[src/verilog/osc_ctrl_defs.svh]
`ifndef OSC_CTRL_DEFS_SVH
`define OSC_CTRL_DEFS_SVH
`define OSC_CTRL_IDX      14'hf86
`define OSC_STAT_IDX      14'hf87
`define OSC_CTRL_RESET    8'ha0
`define OSC_KEY_FIRST     8'he7
`define OSC_KEY_SECOND    8'h18
`define OSC_BIT_PREC_EN   7
`define OSC_BIT_XTL_EN    6
`define OSC_BIT_WDO_EN    5
`define OSC_BIT_SYS_FDE   4
`define OSC_BIT_WDO_FDE   3
`define OSC_SEL_PREC_HIGH 3'h0
`define OSC_SEL_PREC_LOW  3'h1
`define OSC_SEL_XTAL      3'h2
`define OSC_SEL_WDO       3'h3
`define OSC_SEL_EXT       3'h4
`define SYS_FAIL_TIME_US  1000
`define WDO_PERIOD_US     100
`define SYS_FAIL_WDO_EDGES (`SYS_FAIL_TIME_US / `WDO_PERIOD_US)
`define WDO_FAIL_CYCLES   8004
`define RESP_OKAY         2'h0
`define RESP_SLVERR       2'h2
`endif

[src/verilog/osc_ctrl_pkg.sv]
`default_nettype none
package osc_ctrl_pkg;
    typedef enum logic [1:0] {LOCKED, FIRST_KEY, OPEN} unlock_t;
    typedef struct packed {
        logic [7:0]  ctrl;
        unlock_t     unlock;
        logic        forced;
        logic        sysFailed;
        logic        wdoFailed;
        logic        halted;
        logic        sysNmi;
        logic        wdoNmi;
        logic [2:0]  effSel;
        logic [2:0]  wdoSync;
        logic [2:0]  priSync;
        logic [13:0] wdoGap;
        logic [7:0]  priGap;
        logic        awHeld;
        logic [15:0] awAddr;
        logic        wHeld;
        logic [7:0]  wData;
        logic        wStrb0;
        logic        awready;
        logic        wready;
        logic        bvalid;
        logic [1:0]  bresp;
        logic        arready;
        logic        rvalid;
        logic [31:0] rdata;
        logic [1:0]  rresp;
    } state_t;
endpackage : osc_ctrl_pkg
`default_nettype wire

[src/verilog/osc_clock_select.sv]
// Local design decisions: register access over AXI4-Lite and the register addresses.
`include "osc_ctrl_defs.svh"
`default_nettype none
// What this block does
// - control register updates only after writes E7 then 18; next write stores, relocks
// - any other write sequence to the control register leaves it unchanged
// - keys in order and adjacent among control register writes; other register accesses keep the unlock state
// - failure detection may be re-enabled after a successful select write
// - precision oscillator on after reset; only its enable bit stops it
// - precision oscillator supplies high or low rate, chosen by the select field
// - system clock failure raises a nonmaskable event and forces the watchdog oscillator
// - forced switch only when watchdog oscillator enabled and not already selected
// - system clock failure declared below about 1 kHz
// - watchdog oscillator failure raises an event but never switches clocks
// - after watchdog oscillator failure, system clock failure detection stops
// - watchdog oscillator failure after 8004 system clocks with no watchdog edge
// - with detection and the selected source off the block halts until power-on
// - select codes 000 high, 001 low, 010 crystal, 011 watchdog, 100 pin
// - enables in bits 7..3; reset leaves bits 7 and 5 set
module osc_clock_select #(
    parameter int WDO_FAIL_CYCLES = `WDO_FAIL_CYCLES,
    parameter int SYS_FAIL_EDGES  = `SYS_FAIL_WDO_EDGES
) (
    input  wire logic        clk,
    input  wire logic        rstn,
    input  wire logic [15:0] s_axi_awaddr,
    input  wire logic        s_axi_awvalid,
    output var  logic        s_axi_awready,
    input  wire logic [31:0] s_axi_wdata,
    input  wire logic [3:0]  s_axi_wstrb,
    input  wire logic        s_axi_wvalid,
    output var  logic        s_axi_wready,
    output var  logic [1:0]  s_axi_bresp,
    output var  logic        s_axi_bvalid,
    input  wire logic        s_axi_bready,
    input  wire logic [15:0] s_axi_araddr,
    input  wire logic        s_axi_arvalid,
    output var  logic        s_axi_arready,
    output var  logic [31:0] s_axi_rdata,
    output var  logic [1:0]  s_axi_rresp,
    output var  logic        s_axi_rvalid,
    input  wire logic        s_axi_rready,
    input  wire logic        primaryClkMon,
    input  wire logic        watchdogOscClk,
    output var  logic [2:0]  clockSourceSelect,
    output var  logic        precisionOscEnable,
    output var  logic        crystalOscEnable,
    output var  logic        watchdogOscEnable,
    output var  logic        sysClkFailNmi,
    output var  logic        watchdogOscFailNmi,
    output var  logic        deviceHalted
);
    import osc_ctrl_pkg::*;

    state_t state_ff;
    state_t nxt_state;
    logic   wrPerform;
    logic   ctrlWr;
    logic   priEdge;
    logic   wdoEdge;
    logic   recoverOk;
    logic   sysTrip;
    logic   wdoTrip;

    function automatic logic srcEnabled(input logic [7:0] c, input logic [2:0] sel);
        logic en;
        en = 1'b1;
        unique case (sel)
            `OSC_SEL_PREC_HIGH, `OSC_SEL_PREC_LOW: en = c[`OSC_BIT_PREC_EN];
            `OSC_SEL_XTAL: en = c[`OSC_BIT_XTL_EN];
            `OSC_SEL_WDO:  en = c[`OSC_BIT_WDO_EN];
            default:       en = (sel == `OSC_SEL_EXT);
        endcase
        return en;
    endfunction : srcEnabled

    function automatic logic hits(input logic [15:0] a, input logic [13:0] idx);
        return a[15:2] == idx && a[1:0] == 2'h0;
    endfunction : hits

    assign wrPerform = state_ff.awHeld && state_ff.wHeld && !state_ff.bvalid;
    assign ctrlWr    = wrPerform && hits(state_ff.awAddr, `OSC_CTRL_IDX) && state_ff.wStrb0;
    assign priEdge   = state_ff.priSync[2] ^ state_ff.priSync[1];
    assign wdoEdge   = state_ff.wdoSync[2] ^ state_ff.wdoSync[1];
    assign recoverOk = state_ff.ctrl[`OSC_BIT_WDO_EN] && state_ff.ctrl[2:0] != `OSC_SEL_WDO;
    assign sysTrip   = state_ff.ctrl[`OSC_BIT_SYS_FDE] && !state_ff.wdoFailed && !state_ff.sysFailed
                       && 32'(state_ff.priGap) >= SYS_FAIL_EDGES;
    assign wdoTrip   = state_ff.ctrl[`OSC_BIT_WDO_FDE] && !state_ff.wdoFailed
                       && 32'(state_ff.wdoGap) >= WDO_FAIL_CYCLES;

    always_comb begin
        nxt_state = state_ff;
        nxt_state.sysNmi = 1'b0;
        nxt_state.wdoNmi = 1'b0;
        nxt_state.wdoSync = {state_ff.wdoSync[1:0], watchdogOscClk};
        nxt_state.priSync = {state_ff.priSync[1:0], primaryClkMon};
        // bus side: latch address and data in either order
        if (s_axi_awvalid && state_ff.awready) begin
            nxt_state.awHeld = 1'b1;
            nxt_state.awAddr = s_axi_awaddr;
        end
        if (s_axi_wvalid && state_ff.wready) begin
            nxt_state.wHeld  = 1'b1;
            nxt_state.wData  = s_axi_wdata[7:0];
            nxt_state.wStrb0 = s_axi_wstrb[0];
        end
        if (state_ff.bvalid && s_axi_bready) begin
            nxt_state.bvalid = 1'b0;
        end
        if (wrPerform) begin
            nxt_state.awHeld = 1'b0;
            nxt_state.wHeld  = 1'b0;
            nxt_state.bvalid = 1'b1;
            nxt_state.bresp  = (hits(state_ff.awAddr, `OSC_CTRL_IDX) || hits(state_ff.awAddr, `OSC_STAT_IDX))
                               ? `RESP_OKAY : `RESP_SLVERR;
        end
        if (ctrlWr) begin
            unique case (state_ff.unlock)
                LOCKED: begin
                    nxt_state.unlock = (state_ff.wData == `OSC_KEY_FIRST) ? FIRST_KEY : LOCKED;
                end
                FIRST_KEY: begin
                    if (state_ff.wData == `OSC_KEY_SECOND) begin
                        nxt_state.unlock = OPEN;
                    end else if (state_ff.wData == `OSC_KEY_FIRST) begin
                        nxt_state.unlock = FIRST_KEY;
                    end else begin
                        nxt_state.unlock = LOCKED;
                    end
                end
                OPEN: begin
                    // precision oscillator stays as written; changing select never touches its enable
                    nxt_state.ctrl      = state_ff.wData;
                    nxt_state.unlock    = LOCKED;
                    nxt_state.forced    = 1'b0;
                    nxt_state.sysFailed = 1'b0;
                    nxt_state.priGap    = 8'h00;
                end
            endcase
        end
        // failure watch: primary edges counted against watchdog edges
        if (priEdge) begin
            nxt_state.priGap = 8'h00;
        end else if (wdoEdge && 32'(state_ff.priGap) < SYS_FAIL_EDGES) begin
            nxt_state.priGap = state_ff.priGap + 8'h01;
        end
        if (wdoEdge) begin
            nxt_state.wdoGap = 14'h0000;
        end else if (32'(state_ff.wdoGap) < WDO_FAIL_CYCLES) begin
            nxt_state.wdoGap = state_ff.wdoGap + 14'h0001;
        end
        if (sysTrip) begin
            nxt_state.sysNmi    = 1'b1;
            nxt_state.sysFailed = 1'b1;
            if (recoverOk) begin
                nxt_state.forced = 1'b1;
            end else begin
                nxt_state.halted = 1'b1;
            end
        end
        if (wdoTrip) begin
            nxt_state.wdoNmi    = 1'b1;
            nxt_state.wdoFailed = 1'b1;
        end
        if (!state_ff.ctrl[`OSC_BIT_SYS_FDE] && !srcEnabled(state_ff.ctrl, state_ff.effSel)) begin
            nxt_state.halted = 1'b1;
        end
        nxt_state.effSel = nxt_state.forced ? `OSC_SEL_WDO : nxt_state.ctrl[2:0];
        // read side
        if (state_ff.rvalid && s_axi_rready) begin
            nxt_state.rvalid = 1'b0;
        end
        if (s_axi_arvalid && state_ff.arready) begin
            nxt_state.rvalid = 1'b1;
            nxt_state.rresp  = `RESP_OKAY;
            if (hits(s_axi_araddr, `OSC_CTRL_IDX)) begin
                nxt_state.rdata = {24'h000000, state_ff.ctrl};
            end else if (hits(s_axi_araddr, `OSC_STAT_IDX)) begin
                nxt_state.rdata = {21'h00000, state_ff.effSel, 2'b00, 2'(state_ff.unlock), state_ff.halted,
                                   state_ff.forced, state_ff.wdoFailed, state_ff.sysFailed};
            end else begin
                nxt_state.rdata = 32'h00000000;
                nxt_state.rresp = `RESP_SLVERR;
            end
        end
        nxt_state.awready = !nxt_state.awHeld && !nxt_state.bvalid;
        nxt_state.wready  = !nxt_state.wHeld && !nxt_state.bvalid;
        nxt_state.arready = !nxt_state.rvalid;
    end

    always_ff @(posedge clk or negedge rstn) begin
        if (!rstn) begin
            state_ff        <= '0;
            state_ff.ctrl   <= `OSC_CTRL_RESET;
            state_ff.unlock <= LOCKED;
        end else begin
            state_ff <= nxt_state;
        end
    end

    assign s_axi_awready      = state_ff.awready;
    assign s_axi_wready       = state_ff.wready;
    assign s_axi_bvalid       = state_ff.bvalid;
    assign s_axi_bresp        = state_ff.bresp;
    assign s_axi_arready      = state_ff.arready;
    assign s_axi_rvalid       = state_ff.rvalid;
    assign s_axi_rdata        = state_ff.rdata;
    assign s_axi_rresp        = state_ff.rresp;
    assign clockSourceSelect  = state_ff.effSel;
    assign precisionOscEnable = state_ff.ctrl[`OSC_BIT_PREC_EN];
    assign crystalOscEnable   = state_ff.ctrl[`OSC_BIT_XTL_EN];
    assign watchdogOscEnable  = state_ff.ctrl[`OSC_BIT_WDO_EN];
    assign sysClkFailNmi      = state_ff.sysNmi;
    assign watchdogOscFailNmi = state_ff.wdoNmi;
    assign deviceHalted       = state_ff.halted;
endmodule : osc_clock_select
`default_nettype wire

[config.mk]
export PLATFORM = sky130hd
export DESIGN_NAME = osc_clock_select
export DESIGN_NICKNAME = d
export VERILOG_FILES = /design/src/verilog/osc_ctrl_pkg.sv /design/src/verilog/osc_clock_select.sv
export VERILOG_INCLUDE_DIRS = /design/src /design/src/verilog
export SDC_FILE = /design/constraint.sdc
export NUM_CORES = 1
export LEC_CHECK = 0
export BUFFER_PORTS_ARGS = -buffer_cell sky130_fd_sc_hd__buf_2
export CAP_MARGIN = 20
export CORE_ASPECT_RATIO = 1.2
export CORE_MARGIN = 3
export CORE_UTILIZATION = 37
export CTS_BUF_LIST = sky130_fd_sc_hd__clkbuf_4 sky130_fd_sc_hd__clkbuf_8
export DETAILED_ROUTE_END_ITERATION = 10
export GPL_TIMING_DRIVEN = 0
export MAX_ROUTING_LAYER = met4
export PLACE_DENSITY = 0.67
export SETUP_SLACK_MARGIN = 0.1
export SLEW_MARGIN = 0
export SYNTH_ARGS = -nofsm -noshare
export SYNTH_HDL_FRONTEND = slang
export SYNTH_SLANG_ARGS = --single-unit
export TNS_END_PERCENT = 20
[constraint.sdc]
create_clock -name clk -period 2.6 [get_ports clk]
set_input_delay 0.52 -clock clk [delete_from_list [all_inputs] [get_ports clk]]
set_output_delay 0.52 -clock clk [all_outputs]
set_load 0.03 [all_outputs]
==> results of run 1 <==
==> power by group <==
group          total (mW)  switching, mW  internal [mW]
combinational       0.684          0.337          0.347
sequential           1.89          0.200           1.69
clock               0.888          0.520          0.368
==> synth_stat cells, drive strengths merged (3+ instances only) <==
| cell type | count |
|---|---|
| mux2 | 30 |
| o211ai | 4 |
| and3 | 9 |
| a21oi | 16 |
| nor4 | 3 |
| o21ai | 27 |
| nor2 | 8 |
| a32o | 5 |
| a2111o | 3 |
| nand3 | 15 |
| a211oi | 5 |
| nand2b | 6 |
| ha | 6 |
| o31ai | 3 |
| inv | 12 |
| dfrtp | 90 |
| clkbuf | 6 |
| mux2i | 13 |
| nor3 | 7 |
| nand4b | 5 |
| buf | 44 |
| nand2 | 24 |
==> stage by stage <==
| stage | total power [mW] | hold WS (ps) | std cells | instance area [sq um] | utilization [%] |
|---|---|---|---|---|---|
| 2_1_floorplan | 2.37 | 224 | 401 | 4460 | - |
| 3_3_place_gp | 2.56 | 334 | 630 | 5030 | 44.5 |
| 3_5_place_dp | 2.61 | 337 | 631 | 5060 | 44.8 |
| 4_1_cts | 3.51 | 44.8 | 647 | 5240 | 46.4 |
| 5_1_grt | 3.67 | 58.1 | 647 | 5240 | 46.4 |
| 6_report | 3.46 | 59.0 | 647 | 5240 | 46.4 |
==> cells by family after synthesis <==
| group | count (synthesis) |
|---|---|
| simple gates | 95 |
| other cells | 1 |
| fa+ha+maj | 6 |
| xor+xnor | 4 |
| flops | 92 |
| mux | 43 |
| buf+inv | 62 |
| compound gates | 76 |
==> registers in the layout, indices dropped and copies added, names as in the netlist <==
register	flops
clockSourceSelect	3
crystalOscEnable	1
deviceHalted	1
nxt_state	4
precisionOscEnable	1
s_axi_arready	1
s_axi_awready	1
s_axi_bresp	1
s_axi_bvalid	1
s_axi_rdata	11
s_axi_rresp	1
s_axi_rvalid	1
s_axi_wready	1
state_ff	61
sysClkFailNmi	1
watchdogOscEnable	1
watchdogOscFailNmi	1
==> cell type report <==
cell class              count  area [sq um]
multi-input cells         247          1760
clock buffers              10           131
flip-flops and latches     92          2300
fillers                  1075          6060
repair buffers             76           405
well taps                 154           193
clock inverters             6          48.8
plain buffers              50           349
inverters                  12          45.0
==> how the worst max path moves through the flow <==
stage / from / to
3_5_place_dp: s_axi_awvalid / state_ff[61]
6_report: state_ff[68] / clockSourceSelect[0]
4_1_cts: state_ff[68] / clockSourceSelect[0]
2_1_floorplan: s_axi_bvalid / state_ff[107]
5_1_grt: state_ff[58] / state_ff[110]
3_3_place_gp: rstn / s_axi_rresp[1]
==> per-layer routing <==
metal  vias to the layer above  part of all wire [%]  GRT usage [%]  routed length, microns
met5                         -                     0              -                       0
met3                        13                   6.4           3.30                     564
met4                         0                   1.9           6.10                     169
li1                       1524                     -              -                       -
met2                       102                    46           22.0                    4070
met1                      1523                    46           18.6                    4080
==> results.md, run 1 <==
- Delay of the slowest critical-path stage: 440 ps
- H-tree Lvls: 3
- Fmax: 0.558 GHz
- Via total after detailed routing: 3162
- Ys flop type: dfrtp_1
- Outcome: finished clean
- Post-synthesis adder-cell area fraction: 1.71%
- Largest family of logic cells by synthesized area: simple AND/OR/NAND/NOR gates
- CP startpoint kind: flop
- Critical path depth: 6
- Die ar.: about 13000 sq um
- Most common cell after layout, fill and taps aside: dfrtp_1
- Asr flop ratio synth: 100%
- Cell Pwr Density: between 600 and 700 nW/um^2
- Die Wd: 105 microns
- Final worst slack: slightly above 800 ps
- Clock Latency Late Sink: 360 ps
- Postcts setup bufs: 0
- Antenna-violating nets left: 0
- Leakage: 2.53 nW
- Clock transition at the registers of the reported paths: ~90 ps
- Crit end category: flop
- Peak supply drop: 0.452 mV
- Sum of negative setup slack: 0 ps
- Worst reg2reg startpoint: state_ff[68]
- Io pins: 127
- CP max FO: 4
- Part of the cycle the worst path needs: between 60% and 70%
- Final number of setup-violating endpoints: 0
- Cell taking the most area after synthesis: dfrtp_1
- CTS tree: done
- RSZ-0062 raised after global routing: no
- Worst reg2reg path depth: 6
- Clock tree buffer depth: 2
- Placer Congestion: 0.835
- Synth top area cells: dfrtp_1 (51%), buf_4 (6.9%), mux2_2 (6.4%)
- Place WS: around 710 ps
- Post-synthesis simple-gate area fraction: 12.6%
- Req. time, crit path: 2820 ps
- Worst Path Arrival: 2010 ps
- Pin count of the biggest net entering global routing: 72
- Total wire length: 8880 microns
- Final min period: about 1800 ps
- Synth Instances: ~380
- Yosys top cell area share: 51.4%
- DR vias/cell: 4.89
- Number of flops mapped to enable cells by yosys: 0
- CP Class: reg -> reg
- Total track usage: 14.5%
- Fin. Hold Viols: 0
- RR Endpoint: clockSourceSelect[0]
- Sequential fraction of the synthesis area: 52.6%
- R2r setup slk: between 800 and 900 ps
- Critical Path Slowest Stage Cell: o31ai_1
- Total of max-cap violations: 0
- Worst Hold Class: in -> async
- Buf+Inv Stages, Crit Path: 1
- Post-Synth XOR/XNOR Area: 0.972%
- Clock skew: roughly 12 ps
- Drt drc: 0
- Wirelength per Cell: ~14 microns
- Root buffer cell: clkbuf_8
- Row cnt: 42
- Post-synthesis register bit count: 92
- 1st-pass router iterations: 4
- Post-synth cell types: 61
- Post-DP HPWL: 6670 microns
- Synthesized cell area: around 4400 sq um
- Antenna Cells: 0
- Initial antenna violation count: 0
- Vias in the first global route: 3228
- Cts-stage hold buffer count: 0
- Worst slew pin tran: 619 ps
- IO Port Bufs: 75
- Ys Warns: 0
- P&R area growth vs syn: 19.7%
- NumNets Final: 571
- TritonCTS buffer count: 9
- Slew margin rel.: 58.7%
- Mux share of post-synthesis cell area: 10.7%
- Fin. max-slew vios: 0
- Compound-cell area share of the yosys netlist: 12.3%
- Clock Sinks: 92
- Crit-path leading delay family: compound AO/OA/AOI/OAI gates
- Layout cell share with drive strength beyond 1: 35.5%
- Core ar.: 11300 sq um
- Gr ovfl total: 0
- Global-route wire length before repair: 15300 microns
- DRT iter0 DRCs: 128
- Critical-path cell list: inv_1 > ha_1 > o31ai_1 > a2111oi_4 > o211ai_1 > o21ai_0
- Starting Density: roughly 39%
- Most frequent cells in the layout: dfrtp_1 (90), buf_2 (77), buf_4 (41)
- PostCTS Resize Cnt: 0
- Die Span Y: 125 microns
- Mean area per synthesized cell: roughly 12 sq um
No activity file was read; power rests on OpenSTA's default activity.
==> run 2: changes to the inputs <==
--- a/config.mk
+++ b/config.mk
@@ -6,6 +6,7 @@
 export SDC_FILE = /design/constraint.sdc
 export NUM_CORES = 1
 export LEC_CHECK = 0
+export ABC_AREA = 1
 export BUFFER_PORTS_ARGS = -buffer_cell sky130_fd_sc_hd__buf_2
 export CAP_MARGIN = 20
 export CORE_ASPECT_RATIO = 1.2
@@ -15,7 +16,7 @@
 export DETAILED_ROUTE_END_ITERATION = 10
 export GPL_TIMING_DRIVEN = 0
 export MAX_ROUTING_LAYER = met4
-export PLACE_DENSITY = 0.67
+export PLACE_DENSITY = 0.69
 export SETUP_SLACK_MARGIN = 0.1
 export SLEW_MARGIN = 0
 export SYNTH_ARGS = -nofsm -noshare
==> constraint.sdc (replaced) <==
create_clock -name clk -period 1.6 [get_ports clk]
set_input_delay 0.32 -clock clk [delete_from_list [all_inputs] [get_ports clk]]
set_output_delay 0.32 -clock clk [all_outputs]
set_load 0.03 [all_outputs]
==> run 2 against run 1 <==
Effect of this change: combinational power grew 120%; area after synthesis grew 4.7%; hold slack gained 4.4 ps; setup slack lost 680 ps; first-iteration DRC count grew 43%; sequential share of layout area shrank 3.4 points; total power grew 76%; global-route usage grew 0.26 points; die area grew 4.4%; via count grew 24%; sequential cell count is the same; cell count grew 31%; critical path type is now reg -> out.
==> results.md, run 2 <==
- P&R area growth vs syn: 24.1%
- Total track usage: 14.7% (+0.26 points)
- Placer Congestion: 0.876 (+4.9%)
- Pin count of the biggest net entering global routing: 54 (-25%)
- CP Class: reg -> out
- Fin. max-slew vios: 0 (unchanged)
- Most frequent cells in the layout: nand2_1 (152), dfrtp_1 (85), buf_2 (76)
- Mean area per synthesized cell: 8.11 sq um (-30%)
- TritonCTS buffer count: 9 (unchanged)
- Clock Sinks: 92 (unchanged)
- Part of the cycle the worst path needs: a little over 90%
- DRT iter0 DRCs: 183 (+43%)
- Global-route wire length before repair: 16200 microns (+6.0%)
- Post-synthesis adder-cell area fraction: 1.64% (-0.077 points)
- Sequential fraction of the synthesis area: 50.3% (-2.4 points)
- Buf+Inv Stages, Crit Path: 1 (unchanged)
- Io pins: 127 (unchanged)
- Via total after detailed routing: 3926 (+24%)
- Mux share of post-synthesis cell area: 0% (-11 points)
- Place WS: -30.0 ps (-741 ps)
- Clock tree buffer depth: 2 (unchanged)
- Crit end category: output pin
- Antenna-violating nets left: 0 (unchanged)
- Die Span Y: 128 microns (+2.2%)
- Worst Hold Class: in -> reg
- Sum of negative setup slack: 0 ps (unchanged)
- Row cnt: 43 (+2.4%)
- Post-synth cell types: 32 (-48%)
- Clock transition at the registers of the reported paths: 80 ps (about the same)
- Sequential share of power: 49.1% (-5.5 points)
- Antenna Cells: 0 (unchanged)
- Fillers: 1175 (+9.3%)
- Crit-path leading delay family: flip-flops
- Wirelength per Cell: 11.7 microns (-15%)
- Final number of setup-violating endpoints: 0 (unchanged)
- Leakage: 2.99 nW (+18%)
- Post-DP HPWL: 7420 microns (+11%)
- Total wire length: 9940 microns (+12%)
- Asr flop ratio synth: 100% (unchanged)
- P_sw: 2.04 mW (+93%)
- Largest family of logic cells by synthesized area: simple AND/OR/NAND/NOR gates
- Cell Pwr Density: 1070 nW/um^2 (+62%)
- Fmax: ~0.68 GHz
- Synth Instances: 565 (+49%)
- 1st-pass router iterations: 4 (unchanged)
- Clock network power share: 26.6% (+0.9 points)
- CP max FO: 5 (+1)
- Worst Path Arrival: 1150 ps (-860 ps)
- Cell taking the most area after synthesis: dfrtp_1
- Most common cell after layout, fill and taps aside: nand2_1
- CTS tree: done
- Internal: 4.06 mW (+69%)
- Ys flop type: dfrtp_1
- Die ar.: 13800 sq um (+4.4%)
- Slew margin rel.: 64.1% (+5.4 points)
- RSZ-0062 raised after global routing: yes
- Die Wd: 108 microns (+2.2%)
- IO Port Bufs: 76 (+1.3%)
- Critical-path cell list: buf_2
- Clock Latency Late Sink: 360 ps (about the same)
- Layout cell share with drive strength beyond 1: 26.9% (-8.6 points)
- Placed insts: 821 (+30%)
- Gr ovfl total: 0 (unchanged)
- Req. time, crit path: 1280 ps (-1540 ps)
- Core ar.: 11800 sq um (+4.8%)
- DR vias/cell: 4.62 (-5.4%)
- Ys Warns: 0 (unchanged)
- Drt drc: 0 (unchanged)
- Worst slew pin tran: 539 ps (-80.7 ps)
- Synth top area cells: dfrtp_1 (49%), nand2_1 (13%), buf_4 (6.4%)
- Clock skew: 7.36 ps (-4.16 ps)
- H-tree Lvls: 3 (unchanged)
- Final min period: 1470 ps
- Max reg flops: 61 (unchanged)
- Outcome: finished clean
- Yosys top cell area share: 49.1% (-2.3 points)
- Number of flops mapped to enable cells by yosys: 0 (unchanged)
- Root buffer cell: clkbuf_8
- Total of max-cap violations: 0 (unchanged)
- Post-synthesis register bit count: 92 (unchanged)
- Biggest register: state_ff
- Delay of the slowest critical-path stage: 580 ps (+140 ps)
- Most frequent cells after synthesis: nand2_1 (158), dfrtp_1 (90), inv_1 (68)
- Starting Density: 38.7% (about the same)
- Power share of the combinational group: 24.3% (+4.5 points)
- CP startpoint kind: flop
- Vias in the first global route: 3651 (+13%)
- Top-count cell post-synth: nand2_1
- Post-Synth XOR/XNOR Area: 1.15% (+0.17 points)
- Peak supply drop: 0.887 mV (+97%)
- Fin. Hold Viols: 0 (unchanged)
- NumNets Final: 770 (+35%)
- Initial antenna violation count: 0 (unchanged)
- Final std cells w/o fill: 849 (+31%)
- Critical Path Slowest Stage Cell: dfstp_2
- Sw Share: 33.4% (+2.9 points)
- Compound-cell area share of the yosys netlist: 6.80% (-5.5 points)
- Synthesized cell area: 4580 sq um (+4.7%)
- Post-synthesis simple-gate area fraction: 26.8% (+14 points)
- Final worst slack: 133 ps (-676 ps)
==> run 2: cell types whose count changed in the layout (fill, tap and decap cells not counted), moves of 6 or more <==
cell	previous run	this run
inv_1	12	65
buf_4	41	50
mux2_2	25	0
o21ai_0	23	42
nor2_1	8	38
nor2_2	0	6
nand3_1	14	26
and3_1	7	0
nand2_1	22	152
mux2i_1	13	0
nand4_1	2	27
a21oi_1	16	5
nand2b_1	6	0
==> run 2: cell families (layout without fill, tap and decap cells) <==
kind of cell	count (synthesis)	count (layout)
buffers and inverters	120	224
DFF	92	92
AOI/OAI and AO/OA	59	59
and+or+nand+nor	281	282
adders and majority gates	6	6
other	1	23
xor gates and xnor gates	6	6
==> run 2: path summary, 6_finish.rpt <==
kind | startpoint | endpoint | slack, ps | depth (start not counted)
worst min register to register | nxt_state[94] | nxt_state[95] | 360 | 0
worst max-delay path | watchdogOscEnable | watchdogOscEnable | 130 | 1
min in group asynchronous | rstn | s_axi_bvalid | 470 | 2
worst max register to register | state_ff[57] | state_ff[110] | 140 | 7
max in group asynchronous | rstn | watchdogOscEnable | 450 | 3
worst min-delay path | primaryClkMon | nxt_state[91] | 60 | 1
==> run 2: cell type report <==
class	instances	area (sq um)	share of cell area (%)
Sequential cell	92	2310	40.6
Multi-Input combinational cell	376	1850	32.6
Timing Repair Buffer	88	499	8.78
Buffer	49	352	6.18
Inverter	71	270	4.75
Tap cell	157	196	3.45
Clock buffer	12	159	2.79
Clock inverter	4	47.5	0.836
==> run 2: per-stage QoR <==
stage	utilization (%)	cell area (sq um)	power, mW	hold WS [ps]
floorplan	-	4670	3.94	24.4
global placement	44.3	5240	4.30	336
detailed placement	44.5	5270	4.35	339
CTS	46.7	5530	5.99	51.1
global route	48.1	5690	6.51	50.8
finish	48.1	5690	6.09	63.4
==> run 2: layer usage <==
metal | part of all wire (%) | up-vias | track usage, %
met2 | 49 | 108 | 23.5
met5 | 0 | - | -
li1 | - | 1979 | -
met1 | 45 | 1824 | 19.0
met3 | 4.5 | 15 | 2.22
met4 | 1.5 | 0 | 5.50
==> run 2: what timing repair did <==
action / 4_1_cts / 5_1_grt
gates cloned: 0 / 2
buffers inserted: 1 / 8
gates resized for setup: 9 / 36
pin swaps: 1 / 8
endpoints found under the hold margin: 39 / 0
endpoints found under the setup margin: 21 / 42
hold buffers: 1 / 0
==> run 2: power by group through the flow <==
stage	clock [mW]	combinational, mW	sequential (mW)
6_report	1.62	1.48	2.99
3_5_place_dp	0	1.34	3.01
4_1_cts	1.66	1.36	2.97
5_1_grt	1.76	1.70	3.05
2_1_floorplan	0	0.889	3.05
3_3_place_gp	0	1.30	3.00
